==> config.mk <==
export PLATFORM = sky130hd
export DESIGN_NAME = isvl_top
export DESIGN_NICKNAME = d
export VERILOG_FILES = /design/src/logic/isvl_pkg.sv /design/src/logic/isvl_pin_detect.sv /design/src/logic/isvl_vector_map.sv /design/src/logic/isvl_top.sv
export VERILOG_INCLUDE_DIRS = /design/src /design/src/logic
export SDC_FILE = /design/constraint.sdc
export NUM_CORES = 1
export LEC_CHECK = 0
export BUFFER_PORTS_ARGS = -buffer_cell sky130_fd_sc_hd__buf_2
export CORE_MARGIN = 8
export CORE_UTILIZATION = 55
export CTS_BUF_LIST = sky130_fd_sc_hd__clkbuf_4 sky130_fd_sc_hd__clkbuf_8 sky130_fd_sc_hd__clkbuf_16
export CTS_CLUSTER_DIAMETER = 200
export DETAILED_ROUTE_END_ITERATION = 16
export PLACE_DENSITY = 0.95
export REMOVE_ABC_BUFFERS = 1
export SLEW_MARGIN = 0
export SYNTH_ARGS = -nofsm -noshare
export SYNTH_HDL_FRONTEND = slang
export SYNTH_SLANG_ARGS = --single-unit
==> constraint.sdc <==
create_clock -name sys_clk -period 8.2 [get_ports sys_clk]
set_clock_uncertainty 0.2 [all_clocks]
set_input_delay 0.82 -clock sys_clk [delete_from_list [all_inputs] [get_ports sys_clk]]
set_output_delay 0.82 -clock sys_clk [all_outputs]
set_load 0.01 [all_outputs]
==> src/logic/isvl_cfg.svh <==
`ifndef ISVL_CFG_SVH
`define ISVL_CFG_SVH

// ============================================================
// Vector numbers
`define ISVL_VEC_NMI       7'h07
`define ISVL_VEC_PIN0      7'h10
`define ISVL_VEC_XFER_DONE 7'h18
`define ISVL_VEC_WDOG0     7'h19
`define ISVL_VEC_WDOG1     7'h1a
`define ISVL_VEC_BREAK     7'h1b
`define ISVL_VEC_CONV      7'h1c
`define ISVL_VEC_FRT0      7'h30
`define ISVL_VEC_NONE      7'h00

// ============================================================
// Source slots in the request vector
`define ISVL_NSRC          16
`define ISVL_SRC_NMI       0
`define ISVL_SRC_PIN0      1
`define ISVL_SRC_XFER_DONE 4
`define ISVL_SRC_WDOG0     5
`define ISVL_SRC_WDOG1     6
`define ISVL_SRC_BREAK     7
`define ISVL_SRC_CONV      8
`define ISVL_SRC_FRT0      9
`define ISVL_NFRT          7

// ============================================================
// Priority level groups and sense encodings
`define ISVL_NGRP          8
`define ISVL_GRP_NONE      4'hf
`define ISVL_SENSE_LOW     2'h0
`define ISVL_SENSE_FALL    2'h1
`define ISVL_SENSE_RISE    2'h2
`define ISVL_SENSE_BOTH    2'h3

// ============================================================
// Reset values
`define ISVL_SENSE_RST     6'h00
`define ISVL_ENABLE_RST    3'h0
`define ISVL_LEVEL_RST     8'h00

`endif

==> src/logic/isvl_pkg.sv <==
package isvl_pkg;
  typedef enum logic [1:0] {
    isvl_sense_low,
    isvl_sense_fall,
    isvl_sense_rise,
    isvl_sense_both
  } isvl_sense_t;
  typedef logic [6:0] isvl_vec_t;
  typedef logic [23:0] isvl_addr_t;
endpackage

==> src/logic/isvl_pin_detect.sv <==
`timescale 1ns/1ps
`include "isvl_cfg.svh"
module isvl_pin_detect import isvl_pkg::*; (
  // Clock and reset
  input  wire logic       sys_clk,
  input  wire logic       rst,
  input  wire logic       clk_en,
  // Pin, already synchronised
  input  wire logic       pin_level,
  input  wire logic [1:0] sense,
  // Event out
  output logic            hit
);
  logic prev_q;
  wire  fell = prev_q & ~pin_level;
  wire  rose = ~prev_q & pin_level;

  // Low level asserts every cycle the pin sits low; edges assert once
  always_comb begin
    unique case (isvl_sense_t'(sense))
      isvl_sense_low:  hit = ~pin_level;
      isvl_sense_fall: hit = fell;
      isvl_sense_rise: hit = rose;
      isvl_sense_both: hit = fell | rose;
    endcase
  end

  // Reset to high so that a pin held low at release counts as a fall
  always_ff @(posedge sys_clk or posedge rst) begin
    if (rst) begin
      prev_q <= 1'b1;
    end else if (clk_en) begin
      prev_q <= pin_level;
    end
  end
endmodule

==> src/logic/isvl_vector_map.sv <==
`timescale 1ns/1ps
`include "isvl_cfg.svh"
module isvl_vector_map import isvl_pkg::*; (
  // Selection
  input  wire logic [3:0]  slot,
  input  wire logic        advanced_mode,
  // Result
  output isvl_vec_t        vec_num,
  output isvl_addr_t       vec_addr
);
  function automatic isvl_vec_t slot_to_vec(input logic [3:0] s);
    isvl_vec_t v;
    v = `ISVL_VEC_NONE;
    if (s == 4'(`ISVL_SRC_NMI)) v = `ISVL_VEC_NMI;
    else if (s < 4'(`ISVL_SRC_XFER_DONE)) v = `ISVL_VEC_PIN0 + 7'(s - 4'(`ISVL_SRC_PIN0));
    else if (s < 4'(`ISVL_SRC_FRT0)) v = `ISVL_VEC_XFER_DONE + 7'(s - 4'(`ISVL_SRC_XFER_DONE));
    else v = `ISVL_VEC_FRT0 + 7'(s - 4'(`ISVL_SRC_FRT0));
    return v;
  endfunction

  assign vec_num  = slot_to_vec(slot);
  assign vec_addr = advanced_mode ? {15'h0000, vec_num, 2'h0}
                                  : {16'h0000, vec_num, 1'h0};
endmodule

==> src/logic/isvl_top.sv <==
// Notes on behaviour
// - Non-maskable request always wins, ignores masks
// - Non-maskable edge chosen by edge select bit
// - Non-maskable vector 7, addresses 000E/00001C
// - Pins sense low, fall, rise or both
// - Sense code 00 low, 01 fall, 10 rise, 11 both
// - Each pin request individually enabled
// - Pin flag shows request, software clears it
// - Clear needs read-as-one then write zero
// - Flags set regardless of enable
// - Pins map to vectors 16, 17, 18
// - Detection independent of pin direction
// - External inputs wake from software standby
// - Eleven peripheral sources plus address break
// - Peripheral request from own flag and enable
// - Software sets priority level per group
// - Transfer-controller requests ignore core masks
// - Default: address break first, then lowest vector number wins
// - Equal levels resolve by vector order
// - Transfer software-done at vector 24
// - Address break vector 27, no group
// - Conversion done at vector 28
// - Timer capture/compare/overflow vectors 48 to 54
`timescale 1ns/1ps
`include "isvl_cfg.svh"
module isvl_top import isvl_pkg::*; #(
  parameter int NPIN = 3
) (
  // Clock and reset
  input  wire logic              sys_clk,
  input  wire logic              rst,
  input  wire logic              clk_en,
  // External pins (asynchronous); direction of the shared pin is irrelevant
  input  wire logic              nmi_pin,
  input  wire logic [NPIN-1:0]   external_request_pins,
  // System control
  input  wire logic              nonmaskable_edge_select,
  input  wire logic              advanced_mode,
  input  wire logic              software_standby,
  // Pin request control
  input  wire logic [2*NPIN-1:0] pin_sense_control_regs,
  input  wire logic              sense_wr,
  input  wire logic [NPIN-1:0]   pin_request_enable_reg,
  input  wire logic              status_rd,
  input  wire logic              status_wr,
  input  wire logic [NPIN-1:0]   status_wdata,
  // Priority level groups, one bit each: pins 0-2, xfer, wdog0, wdog1, conv, frt
  input  wire logic [7:0]        priority_level_regs,
  // Peripheral requests, each already flag and enable of its module
  input  wire logic              transfer_sw_done_request,
  input  wire logic              watchdog0_interval_request,
  input  wire logic              watchdog1_interval_request,
  input  wire logic              address_break_request,
  input  wire logic              conversion_done_request,
  input  wire logic [6:0]        freerun_timer_requests,
  input  wire logic              transfer_route,
  // Core side
  input  wire logic              nmi_ack,
  input  wire logic              pin_ack,
  input  wire logic [1:0]        pin_ack_index,
  output logic [NPIN-1:0]        pin_request_status_reg,
  output logic [NPIN-1:0]        pin_sense_q,
  output logic                   irq_valid_q,
  output logic                   irq_nonmaskable_q,
  output logic                   irq_to_transfer_q,
  output isvl_vec_t              irq_vector_q,
  output isvl_addr_t             irq_address_q,
  output logic                   wake_q
);
  // ============================================================
  // Pin synchronisers
  logic [NPIN:0] sync1_q;
  logic [NPIN:0] sync2_q;
  always_ff @(posedge sys_clk or posedge rst) begin
    if (rst) begin
      sync1_q <= '1;
      sync2_q <= '1;
    end else if (clk_en) begin
      sync1_q <= {nmi_pin, external_request_pins};
      sync2_q <= sync1_q;
    end
  end

  // ============================================================
  // Non-maskable edge
  logic nmi_prev_q;
  logic nmi_pend_q;
  wire  nmi_lvl  = sync2_q[NPIN];
  wire  nmi_edge = nonmaskable_edge_select ? (nmi_lvl & ~nmi_prev_q)
                                           : (~nmi_lvl & nmi_prev_q);
  always_ff @(posedge sys_clk or posedge rst) begin
    if (rst) begin
      nmi_prev_q <= 1'b1;
      nmi_pend_q <= 1'b0;
    end else if (clk_en) begin
      nmi_prev_q <= nmi_lvl;
      nmi_pend_q <= nmi_edge | (nmi_pend_q & ~nmi_ack);
    end
  end

  // ============================================================
  // Pin request flags
  logic [2*NPIN-1:0] sense_q;
  logic [NPIN-1:0]   flag_q;
  logic [NPIN-1:0]   read_one_q;
  logic [NPIN-1:0]   hit;
  logic [NPIN-1:0]   flag_d;

  always_ff @(posedge sys_clk or posedge rst) begin
    if (rst) begin
      sense_q <= `ISVL_SENSE_RST;
    end else if (clk_en && sense_wr) begin
      sense_q <= pin_sense_control_regs;
    end
  end

  for (genvar i = 0; i < NPIN; i++) begin : g_pin
    isvl_pin_detect u_det (
      .sys_clk   (sys_clk),
      .rst       (rst),
      .clk_en    (clk_en),
      .pin_level (sync2_q[i]),
      .sense     (sense_q[2*i+1:2*i]),
      .hit       (hit[i])
    );
    wire is_level = (sense_q[2*i+1:2*i] == `ISVL_SENSE_LOW);
    wire clr_sw   = status_wr & ~status_wdata[i] & read_one_q[i];
    // Exception handling clears edge flags; level flags only once the pin is high
    wire clr_ack  = pin_ack & (pin_ack_index == 2'(i)) & (~is_level | sync2_q[i]);
    assign flag_d[i] = hit[i] | (flag_q[i] & ~clr_sw & ~clr_ack);
  end

  always_ff @(posedge sys_clk or posedge rst) begin
    if (rst) begin
      flag_q     <= '0;
      read_one_q <= '0;
    end else if (clk_en) begin
      flag_q     <= flag_d;
      // A write consumes the read; a fresh read re-arms it
      read_one_q <= status_rd ? flag_q : (status_wr ? '0 : read_one_q);
    end
  end

  // ============================================================
  // Source requests and arbitration
  logic [`ISVL_NSRC-1:0] req;
  logic [`ISVL_NSRC-1:0] hi_lvl;
  assign req = {freerun_timer_requests, conversion_done_request, address_break_request,
                watchdog1_interval_request, watchdog0_interval_request,
                transfer_sw_done_request, flag_q & pin_request_enable_reg,
                nmi_pend_q};
  // Break and non-maskable sit in no group; they go with the high level
  assign hi_lvl = {{`ISVL_NFRT{priority_level_regs[7]}}, priority_level_regs[6], 1'b1,
                   priority_level_regs[5:0], 1'b1};

  function automatic logic [3:0] first_set(input logic [`ISVL_NSRC-1:0] v);
    logic [3:0] r;
    r = 4'hf;
    for (int k = `ISVL_NSRC - 1; k >= 0; k--) begin
      if (v[k]) r = 4'(k);
    end
    return r;
  endfunction

  // Slot order equals vector order, so lowest slot means lowest vector
  wire [`ISVL_NSRC-1:0] hi_req   = req & hi_lvl;
  wire [3:0]            win      = nmi_pend_q ? 4'(`ISVL_SRC_NMI)
                                 : (|hi_req ? first_set(hi_req) : first_set(req));
  wire                  any_req  = |req;
  isvl_vec_t            win_vec;
  isvl_addr_t           win_addr;

  isvl_vector_map u_map (
    .slot          (win),
    .advanced_mode (advanced_mode),
    .vec_num       (win_vec),
    .vec_addr      (win_addr)
  );

  always_ff @(posedge sys_clk or posedge rst) begin
    if (rst) begin
      irq_valid_q       <= 1'b0;
      irq_nonmaskable_q <= 1'b0;
      irq_to_transfer_q <= 1'b0;
      irq_vector_q      <= `ISVL_VEC_NONE;
      irq_address_q     <= '0;
      wake_q            <= 1'b0;
      pin_sense_q       <= '0;
    end else if (clk_en) begin
      irq_valid_q       <= any_req;
      // Mask-free delivery for the non-maskable and transfer-routed requests
      irq_nonmaskable_q <= nmi_pend_q | (any_req & transfer_route);
      irq_to_transfer_q <= any_req & transfer_route & ~nmi_pend_q;
      irq_vector_q      <= any_req ? win_vec : `ISVL_VEC_NONE;
      irq_address_q     <= any_req ? win_addr : '0;
      wake_q            <= software_standby & (nmi_edge | |hit);
      pin_sense_q       <= hit;
    end
  end
  assign pin_request_status_reg = flag_q;

  // ============================================================
  // Checks
  a_nmi_wins: assert property (@(posedge sys_clk) disable iff (rst)
    clk_en && nmi_pend_q |=> irq_vector_q == `ISVL_VEC_NMI)
    else $error("nmi not granted");
  a_nmi_edge: assert property (@(posedge sys_clk) disable iff (rst)
    clk_en && nmi_edge |=> nmi_pend_q)
    else $error("nmi edge lost");
  a_flag_set: assert property (@(posedge sys_clk) disable iff (rst)
    clk_en && hit[0] |=> flag_q[0])
    else $error("flag not set on hit");
  a_write_one: assert property (@(posedge sys_clk) disable iff (rst)
    clk_en && flag_q[0] && status_wr && status_wdata[0] && !pin_ack |=> flag_q[0])
    else $error("write one cleared flag");
  a_no_read_clr: assert property (@(posedge sys_clk) disable iff (rst)
    clk_en && flag_q[1] && !read_one_q[1] && !pin_ack |=> flag_q[1])
    else $error("flag cleared without read");
  a_addr_scale: assert property (@(posedge sys_clk) disable iff (rst)
    clk_en && !advanced_mode |=> irq_address_q == {16'h0000, irq_vector_q, 1'h0})
    else $error("normal address wrong");
  a_no_reserved: assert property (@(posedge sys_clk) disable iff (rst)
    irq_valid_q |-> !(irq_vector_q inside {[7'd19:7'd23], [7'd29:7'd47], [7'd55:7'd63]}))
    else $error("reserved vector raised");
  a_default_order: assert property (@(posedge sys_clk) disable iff (rst)
    clk_en && priority_level_regs == 8'h00 && !nmi_pend_q && req[1] |=> irq_vector_q == 7'd16)
    else $error("default order broken");
  c_nmi: cover property (@(posedge sys_clk) disable iff (rst) nmi_edge ##[1:3] irq_valid_q);
  c_clear: cover property (@(posedge sys_clk) disable iff (rst) status_rd ##1 status_wr);
  c_frt: cover property (@(posedge sys_clk) disable iff (rst) irq_vector_q == 7'd54);
endmodule

==> impl_metrics.json, run 1 <==
{
  "status": "complete, no violations",
  "ys_seq_area_share_pct": 40.9,
  "n_fill_cell": 429,
  "worstSetupEndpointType": "flop",
  "worst_ep_arrival_time_ns": 3.56,
  "reg2regPathDepth": 10,
  "path_cells": "buf_2 -> or4_4 -> a221o_1 -> a21oi_1 -> o21ai_2 -> inv_1 -> ha_1 -> nor2b_1 -> and3_1 -> a221o_1 -> o311a_1 -> a221o_1",
  "stdcell_count": 446,
  "yosysMostFrequentCell": "nand2_1",
  "holdPathStages": 1,
  "biggestRegsByFlops": "irq_address_q x7, irq_vector_q x6, sense_q x6",
  "power.leakage_nw": 1.57,
  "postSynthAreaPerCell_sq_um": 9.16,
  "max-clock-path-buffers": 2,
  "yosys-top-cells-area": "dfrtp_1 30%, dfstp_2 11%, nand2_1 6.0%, mux2_2 5.2%, o21ai_0 5.2%",
  "cts_tree": "done",
  "tightest_slew_ns": 0.615,
  "ys_warn_count": 0,
  "worstPathMaxFanout": 6,
  "largest_reg_flops": 7,
  "cts_buffers": 5,
  "clk_pin_slew_ns": 0.09,
  "port_buffers": 72,
  "crit_required_ns": 8.19,
  "grt_pass1_wl_microns": 11200,
  "clockRootBuffer": "clkbuf_8",
  "place_hpwl_microns": 5330,
  "max_stage_delay_ns": 0.54,
  "final_max_slew_viol_count": 0,
  "fmax_mhz": 280,
  "multi_input_area_sq_um": 1460,
  "maxSlewHeadroom_pct": 59.0,
  "nets": 435,
  "gp_congestion": 0.920,
  "synthFlopType": "dfrtp_1",
  "post-cts-setup-buffer-count": 0,
  "setup-tns-final_ns": 0,
  "synth-edff-count": 0,
  "r2r-start": "nmi_pend_q",
  "synth_cell_types": 56,
  "hold_ws_ns": 0.288,
  "drc": 0,
  "utilization_pct": 65.1,
  "synth_common_cells": "45 x nand2_1, 33 x dfrtp_1, 29 x o21ai_0",
  "ir_drop_mv": 0.147,
  "drive_gt1_share_pct": 30.9,
  "die_w_microns": 87.3,
  "cts.sinks": 45,
  "finalCritPeriodShare_pct": 43.6,
  "worstSkewPairLatency_ns": 0.30,
  "power_density_nw_per_um2": 223,
  "wl_per_cell_microns": 15.4,
  "start_kind": "input port",
  "crit_family": "compound AO/OA/AOI/OAI gates",
  "vias": 2507,
  "row_count": 26,
  "place_inst": 438,
  "grt_max_degree": 46,
  "path_class": "in2reg",
  "hp-class": "reg2reg",
  "antenna_left": 0,
  "netlist_area_sq_um": 2790,
  "rr_endpoint": "irq_address_q[4]",
  "dr.pass1.iters": 5,
  "power_uw": 728,
  "drt_iter0_markers": 162,
  "chipHeight_microns": 87.3,
  "crit_buf_inv": 2,
  "insertedDiodeCount": 0,
  "io_pins": 91,
  "cap_violations": 0,
  "hp-start": "irq_vector_q[4]",
  "setup_viol": 0,
  "regArea_sq_um": 1140,
  "grt_pass1_vias": 2529,
  "core_sq_um": 5010,
  "areaGrowthSynthToFinish_pct": 16.8,
  "dieArea_sq_um": 7610,
  "vias_per_cell": 5.62,
  "layout_min_cycle_time_ns": 3.57,
  "top_register": "irq_address_q",
  "cts_resized": 0,
  "crit_path_top_delay_cell": "or4_4",
  "rsz0062_at_grt": "no",
  "synthArstFlopShare_pct": 100,
  "wl_microns": 6890,
  "postCtsHoldBufs": 0,
  "overflow": 0,
  "hold_viol": 0,
  "start_util_pct": 55.7,
  "grt.total_usage_pct": 18.4,
  "r2r_setup_slack_ns": 5.06,
  "cpMostUsedCell": "a221o_1",
  "hold_path_end": "irq_vector_q[4]",
  "ys_ff_latch": 45,
  "synth_top_area_cell": "dfrtp_1",
  "antenna_found_initial": 0,
  "yosysTopAreaCellShare_pct": 29.6,
  "htreeDepth": 2,
  "syn_inst": 305
}
[worst reg2reg max path, stage by stage (launching register included)]
cell and delay, ns:
dfrtp_1 0.51, a31oi_1 0.26, and3_2 0.26, nand3_2 0.12, o311ai_4 0.56, ha_1 0.37, nand2b_1 0.18, o31a_1 0.16
or3_1 0.10, nand3_1 0.12, o211ai_1 0.23
[stage by stage]
step	worst slack (ns)	instance area, sq um
final	4.63	3260
after global routing	4.50	3260
after CTS	4.66	3260
after detailed placement	4.35	3140
after global placement	4.41	3140
after floorplan	4.63	2690
[routing by layer]
metal / share of wire [%] / up-vias / track usage, % / wire [microns]
li1: - / 1193 / - / -
met1: 40 / 1179 / 20.9 / 2730
met2: 50 / 116 / 30.8 / 3420
met3: 8.7 / 19 / 5.28 / 599
met4: 2.0 / 0 / 8.59 / 136
met5: 0 / - / 0 / 0
[final cells by class]
cell class / count / share of cell area, %
inverter: 22 / 2.53
sequential: 45 / 35.0
clock buffer: 7 / 2.76
clock inverter: 1 / 0.921
multi-input combinational: 228 / 44.8
timing repair buffer: 73 / 11.3
tap: 70 / 2.69
[where the power goes]
group	switching, mW	total (mW)	internal [mW]
Combinational	0.140	0.244	0.104
Clock	0.0724	0.175	0.103
Sequential	0.0363	0.308	0.272
Total	0.249	0.728	0.479
[cell families after synthesis]
kind of cell             count (synthesis)  share of synthesized area [%]
other                                    1                          0.134
AND/OR/NAND/NOR                         95                           15.9
multiplexers                            15                           5.96
flip-flops                              45                           40.9
adder cells (fa/ha/maj)                 10                           4.48
buffers and inverters                   49                           9.05
AO/OA/AOI/OAI                           90                           23.7
[placed cells by master (no fill, tap or decap), types with 10 or more instances in the layout]
master	Yosys	final
nand2_1	45	45
dfrtp_1	33	33
mux2_2	13	13
nor2_1	15	15
inv_1	20	19
dfstp_2	12	12
o21ai_0	29	29
buf_2	1	72
ha_1	10	10
conb_1	1	18
[worst max path at each step]
stage / startpoint / end / depth (start not counted) / slack [ns]
3_3_place_gp: conversion_done_request / irq_address_q[5] / 12 / 4.41
6_report: conversion_done_request / irq_address_q[5] / 12 / 4.63
4_1_cts: conversion_done_request / irq_address_q[5] / 12 / 4.66
3_5_place_dp: conversion_done_request / irq_address_q[5] / 12 / 4.35
2_1_floorplan: conversion_done_request / irq_address_q[5] / 11 / 4.63
5_1_grt: freerun_timer_requests[3] / irq_address_q[5] / 12 / 4.50
Note: power is estimated with default switching activity, not from simulation.
==> inputs of run 2 (changes only) <==
--- a/config.mk
+++ b/config.mk
@@ -6,13 +6,14 @@
 export SDC_FILE = /design/constraint.sdc
 export NUM_CORES = 1
 export LEC_CHECK = 0
+export ABC_AREA = 1
 export BUFFER_PORTS_ARGS = -buffer_cell sky130_fd_sc_hd__buf_2
 export CORE_MARGIN = 8
-export CORE_UTILIZATION = 55
+export CORE_UTILIZATION = 51
 export CTS_BUF_LIST = sky130_fd_sc_hd__clkbuf_4 sky130_fd_sc_hd__clkbuf_8 sky130_fd_sc_hd__clkbuf_16
 export CTS_CLUSTER_DIAMETER = 200
 export DETAILED_ROUTE_END_ITERATION = 16
-export PLACE_DENSITY = 0.95
+export PLACE_DENSITY = 0.92
 export REMOVE_ABC_BUFFERS = 1
 export SLEW_MARGIN = 0
 export SYNTH_ARGS = -nofsm -noshare
==> constraint.sdc (replaced) <==
create_clock -name sys_clk -period 3.4 [get_ports sys_clk]
set_clock_uncertainty 0.2 [all_clocks]
set_input_delay 0.34 -clock sys_clk [delete_from_list [all_inputs] [get_ports sys_clk]]
set_output_delay 0.34 -clock sys_clk [all_outputs]
set_load 0.01 [all_outputs]
==> run 2 against run 1 <==
- via count rose by 1.9%
- flip-flop and latch count stayed put
- register-to-register slack got worse by 4.3 ns
- cell area up 1.5%
- sequential power is 140% higher
- clock-buffer cell count is the same
- final cell count up 17%
- global-route usage down 2.3 points
==> impl_metrics.json, run 2 <==
{
  "status": "complete, no violations",
  "synthFlopType": "dfrtp_1",
  "synth-edff-count": 0,
  "drc": 0,
  "clk_pin_slew_ns": 0.09,
  "power.leakage_nw": 1.83,
  "ys_ff_latch": 45,
  "cap_violations": 0,
  "path_cells": "nand2_1 -> nand2_1 -> nor2_2 -> nand3_1 -> a21oi_2 -> inv_1 -> ha_1 -> nand2_1 -> o21ai_0 -> or2_1 -> a22o_1 -> nand2_1",
  "place_hpwl_microns": 5200,
  "drive_gt1_share_pct": 27.4,
  "grt_pass1_vias": 2591,
  "worstSkewPairLatency_ns": 0.29,
  "dr.pass1.iters": 4,
  "ir_drop_mv": 0.311,
  "tightest_slew_ns": 0.679,
  "yosysTopAreaCellShare_pct": 29.3,
  "wl_microns": 6420,
  "start_util_pct": 52.1,
  "io_pins": 91,
  "yosysMostFrequentCell": "nand2_1",
  "layout_min_cycle_time_ns": 2.62,
  "r2r_setup_slack_ns": 0.78,
  "cts_tree": "done",
  "max-clock-path-buffers": 2,
  "grt_max_degree": 33,
  "ys_warn_count": 0,
  "overflow": 0,
  "postSynthAreaPerCell_sq_um": 7.55,
  "rsz0062_at_grt": "no",
  "drt_iter0_markers": 160,
  "grt.total_usage_pct": 16.1,
  "synthArstFlopShare_pct": 100,
  "insertedDiodeCount": 0,
  "worst_slack_ns": 0.781,
  "worstSetupEndpointType": "flop",
  "grt_pass1_wl_microns": 11200,
  "cts_buffers": 5,
  "vias": 2554,
  "dieArea_sq_um": 8160,
  "fmax_mhz": 382,
  "htreeDepth": 2,
  "cts.sinks": 45,
  "worst_ep_arrival_time_ns": 2.66,
  "clockRootBuffer": "clkbuf_8",
  "largest_reg_flops": 7,
  "hp-class": "in2reg",
  "netlist_area_sq_um": 2820,
  "biggestRegsByFlops": "irq_address_q x7, irq_vector_q x6, sense_q x6",
  "vias_per_cell": 4.90,
  "final_cell_mix": "129 x nand2_1, 72 x buf_2, 41 x inv_1",
  "maxSlewHeadroom_pct": 54.4,
  "worstPathMaxFanout": 6,
  "port_buffers": 72,
  "nets": 508,
  "pre_cts_ws_ns": 0.642,
  "synth_cell_types": 35,
  "top_register": "irq_address_q",
  "cpMostUsedCell": "nand2_1",
  "crit_required_ns": 3.44,
  "synth_top_area_cell": "dfrtp_1",
  "core_sq_um": 5410,
  "setup-tns-final_ns": 0,
  "layout_commonest_cell": "nand2_1",
  "hold_viol": 0,
  "antenna_found_initial": 0,
  "path_class": "reg2reg",
  "synth_common_cells": "129 x nand2_1, 42 x inv_1, 33 x dfrtp_1",
  "postCtsHoldBufs": 1,
  "areaGrowthSynthToFinish_pct": 17.5,
  "gp_congestion": 0.901,
  "crit_path_top_delay_cell": "dfrtp_1",
  "setup_viol": 0,
  "n_fill_cell": 497,
  "yosys-top-cells-area": "dfrtp_1 29%, nand2_1 17%, dfstp_2 11%, inv_1 5.6%, buf_4 4.8%",
  "row_count": 27,
  "ys_seq_area_share_pct": 40.5,
  "chipHeight_microns": 90.3,
  "max_stage_delay_ns": 0.44,
  "post-cts-setup-buffer-count": 0,
  "die_w_microns": 90.3,
  "cts_resized": 0,
  "wl_per_cell_microns": 12.3,
  "syn_inst": 373,
  "antenna_left": 0,
  "finalCritPeriodShare_pct": 77.0,
  "start_kind": "flop",
  "final_max_slew_viol_count": 0,
  "power_density_nw_per_um2": 521
}
## run 2: final cells by class
cell class / instances / area (sq um) / share of cell area [%]
Clock inverter: 1 / 30.0 / 0.907
Inverter: 44 / 165 / 4.99
Timing Repair Buffer: 75 / 385 / 11.6
Tap cell: 72 / 90.1 / 2.72
Sequential cell: 45 / 1140 / 34.5
Clock buffer: 7 / 90.1 / 2.72
Multi-Input combinational cell: 277 / 1410 / 42.6
## run 2: per-stage QoR
step	hold slack [ns]	total power, mW	cell area, sq um	cells	util, %
finish	0.0358	1.72	3310	521	61.3
global route	0.0343	1.85	3310	521	61.3
CTS	0.0254	1.74	3310	521	61.3
detailed placement	0.189	1.31	3180	512	58.9
global placement	0.180	1.28	3180	512	58.9
floorplan	0.214	1.10	2720	366	-
## run 2: power by group
| part | internal, mW | switching [mW] | total [mW] |
|---|---|---|---|
| Clock | 0.248 | 0.177 | 0.425 |
| Sequential | 0.652 | 0.0764 | 0.729 |
| Combinational | 0.216 | 0.354 | 0.570 |
## run 2: critical path: cells and delay by family, from the launching register on
kind                     cells  cell delay, ns
flip-flops                   1            0.44
AND/OR/NAND/NOR              7            0.94
adder cells (fa/ha/maj)      1            0.26
AO/OA/AOI/OAI                3            0.63
buffers and inverters        1            0.12
## run 2: cell families (layout without fill, tap and decap cells)
| logic type | count (synthesis) | after routing | share of synthesized area, % |
|---|---|---|---|
| mux | 3 | 3 | 1.20 |
| compound gates | 49 | 49 | 9.86 |
| flops | 45 | 45 | 40.5 |
| buf+inv | 68 | 127 | 11.7 |
| fa+ha+maj | 10 | 10 | 4.44 |
| other cells | 1 | 18 | 0.133 |
| simple gates | 197 | 197 | 32.1 |
## run 2: path summary, 6_finish.rpt
path,from,endpoint,cells past startpoint
setup / recovery,pin_request_status_reg[2],irq_address_q[6],12
hold / removal,nmi_pin,sync1_q[3],3
setup reg to reg,pin_request_status_reg[2],irq_address_q[6],12
hold reg to reg,sync1_q[3],sync1_q[3],2
max in group asynchronous,rst,g_pin[1].u_det.prev_q,4
min in group asynchronous,rst,irq_address_q[3],3
## run 2: metal layers
metal  global-route usage (%)  share of wire (%)
met3                     4.82                6.1
met2                     27.4                 49
met5                        0                  0
met1                     18.6                 43
met4                     6.10                1.5
==> inputs of run 3 (changes only) <==
--- a/config.mk
+++ b/config.mk
@@ -6,7 +6,7 @@
 export SDC_FILE = /design/constraint.sdc
 export NUM_CORES = 1
 export LEC_CHECK = 0
-export ABC_AREA = 1
+export ABC_AREA = 0
 export BUFFER_PORTS_ARGS = -buffer_cell sky130_fd_sc_hd__buf_2
 export CORE_MARGIN = 8
 export CORE_UTILIZATION = 51
==> constraint.sdc (replaced) <==
create_clock -name sys_clk -period 2.5 [get_ports sys_clk]
set_clock_uncertainty 0.2 [all_clocks]
set_input_delay 0.25 -clock sys_clk [delete_from_list [all_inputs] [get_ports sys_clk]]
set_output_delay 0.25 -clock sys_clk [all_outputs]
set_load 0.01 [all_outputs]
==> run 3 against run 2 <==
- routed wire length grew 27%
- largest power group is now combinational logic
- combinational power grew 110%
- the flow now finishes with violations (negative setup slack)
- critical endpoint is now irq_address_q[5]
- highest routed layer unchanged
- non-clock buffer count grew 61
- clock-buffer cell count grew 1
==> impl_metrics.json, run 3 (synthesized netlist as in run 1, its figures left out) <==
{
  "wl_microns": 8150,
  "top_register": "irq_address_q",
  "cpMostUsedCell": "a221o_1",
  "biggestRegsByFlops": "irq_address_q x7, irq_vector_q x6, sense_q x6",
  "crit_buf_inv": 1,
  "path_cells": "a22o_1 -> a221o_1 -> a21oi_2 -> o21ai_2 -> inv_2 -> ha_4 -> nor2b_4 -> and3_4 -> a221o_1 -> o311a_1 -> a221o_1",
  "worstSkewPairLatency_ns": 0.29,
  "areaGrowthSynthToFinish_pct": 42.0,
  "busiest_layer": "met2",
  "port_buffers": 72,
  "max_stage_delay_ns": 0.42,
  "ir_drop_mv": 0.396,
  "antenna_found_initial": 0,
  "fmax_mhz": 366,
  "cap_violations": 0,
  "crit_cells": 11,
  "grt.total_usage_pct": 20.1,
  "nets": 498,
  "finalCritPeriodShare_pct": 109,
  "hp-class": "in2reg",
  "rsz0062_at_grt": "yes",
  "start_kind": "flop",
  "gp_congestion": 0.927,
  "drt_iter0_markers": 158,
  "regArea_sq_um": 1140,
  "vias": 2823,
  "worst_ep_arrival_time_ns": 2.72,
  "dr.pass1.iters": 4,
  "layout_commonest_cell": "buf_2",
  "wl_per_cell_microns": 15.9,
  "final_cell_mix": "71 x buf_2, 48 x buf_4, 44 x nand2_1",
  "worstSetupEndpoint": "irq_address_q[5]",
  "power_density_nw_per_um2": 682,
  "crit_path_top_delay_cell": "dfrtp_1",
  "clockRootBuffer": "clkbuf_8",
  "path_class": "reg2reg",
  "status": "finished with violations",
  "insertedDiodeCount": 0,
  "worstPathMaxFanout": 4,
  "layout_min_cycle_time_ns": 2.73,
  "worst_slack_ns": -0.231,
  "rr_endpoint": "irq_address_q[5]",
  "r2r-start": "pin_request_status_reg[1]",
  "setup-tns-final_ns": -0.699,
  "antenna_left": 0,
  "multi_input_area_sq_um": 1650,
  "drc": 0,
  "clk_pin_slew_ns": 0.08,
  "place_inst": 482,
  "maxSlewHeadroom_pct": 63.3,
  "grtUsageMet1_pct": 20.8,
  "die_w_microns": 90,
  "met3_usage_pct": 6.23,
  "worstSetupEndpointType": "flop",
  "grt_use_met2_pct": 36.1,
  "n_fill_cell": 380,
  "crit_required_ns": 2.49,
  "max-clock-path-buffers": 2,
  "tightest_slew_ns": 0.551,
  "power.leakage_nw": 1.89,
  "hold_viol": 0,
  "core_sq_um": 5410,
  "setup_viol": 6,
  "cts_buffers": 5,
  "htreeDepth": 2,
  "row_count": 27,
  "grt_pass1_vias": 3034,
  "largest_reg_flops": 7,
  "pre_cts_ws_ns": -0.678,
  "crit_family": "compound AO/OA/AOI/OAI gates",
  "io_pins": 91,
  "r2r_setup_slack_ns": -0.23,
  "grt_max_degree": 46,
  "place_hpwl_microns": 5660,
  "chipHeight_microns": 90,
  "reg2regPathDepth": 11,
  "grt_pass1_wl_microns": 13900,
  "dieArea_sq_um": 8100,
  "drive_gt1_share_pct": 44.0,
  "worstSetupStartpoint": "pin_request_status_reg[1]",
  "vias_per_cell": 5.52,
  "final_max_slew_viol_count": 0,
  "start_util_pct": 51.7,
  "cts_tree": "done",
  "hold_ws_ns": 0.0306,
  "violations": "negative setup slack",
  "stdcell_count": 511,
  "cts.sinks": 45,
  "overflow": 0
}
-- run 3: layout make-up --
class                      instances  share of cell area (%)
inverter                          22                    2.08
timing repair buffer             136                    22.7
multi-input combinational        228                    41.7
tap                               72                    2.27
sequential                        45                    28.8
clock buffer                       8                    2.46
-- run 3: what timing repair did --
item | CTS | global route
endpoints found under the hold margin | 44 | 0
setup buffers | 8 | 2
hold buffers | 12 | 0
setup endpoints to repair | 12 | 12
gates resized for setup | 35 | 13
pin swaps | 11 | 6
-- run 3: worst register-to-register path: stages (launching register included) --
cell     delay [ns]
dfrtp_1        0.42
a22o_1         0.23
a221o_1        0.27
a21oi_2        0.13
o21ai_2        0.08
inv_2          0.08
ha_4           0.20
nor2b_4        0.13
and3_4         0.17
a221o_1        0.28
o311a_1        0.14
a221o_1        0.29
-- run 3: report_power, final --
part	internal [mW]	switching [mW]	total, mW
registers	0.893	0.113	1.01
clock network	0.247	0.231	0.479
logic	0.611	0.608	1.22
total	1.75	0.952	2.70
-- run 3: how the worst min path moves through the flow --
stage	startpoint	cells after the start	to
finish	software_standby	3	wake_q
global route	software_standby	3	wake_q
CTS	software_standby	3	wake_q
detailed placement	rst	3	irq_to_transfer_q
global placement	rst	3	irq_to_transfer_q
floorplan	clk_en	1	g_pin[1].u_det.prev_q
-- run 3: routing by layer --
layer	share of wire, %	vias to the layer above	routed length, microns
li1	-	1332	-
met1	39	1336	3190
met2	51	122	4140
met3	7.0	33	570
met4	3.0	0	244
met5	0	-	0
-- run 3: through the flow --
step           cell area [sq um]  util, %  total power [mW]
6_report                    3970     73.4              2.70
5_1_grt                     3970     73.4              2.87
4_1_cts                     3930     72.7              2.66
3_5_place_dp                3460     64.0              1.96
3_3_place_gp                3460     64.0              1.93
2_1_floorplan               2690        -              1.52
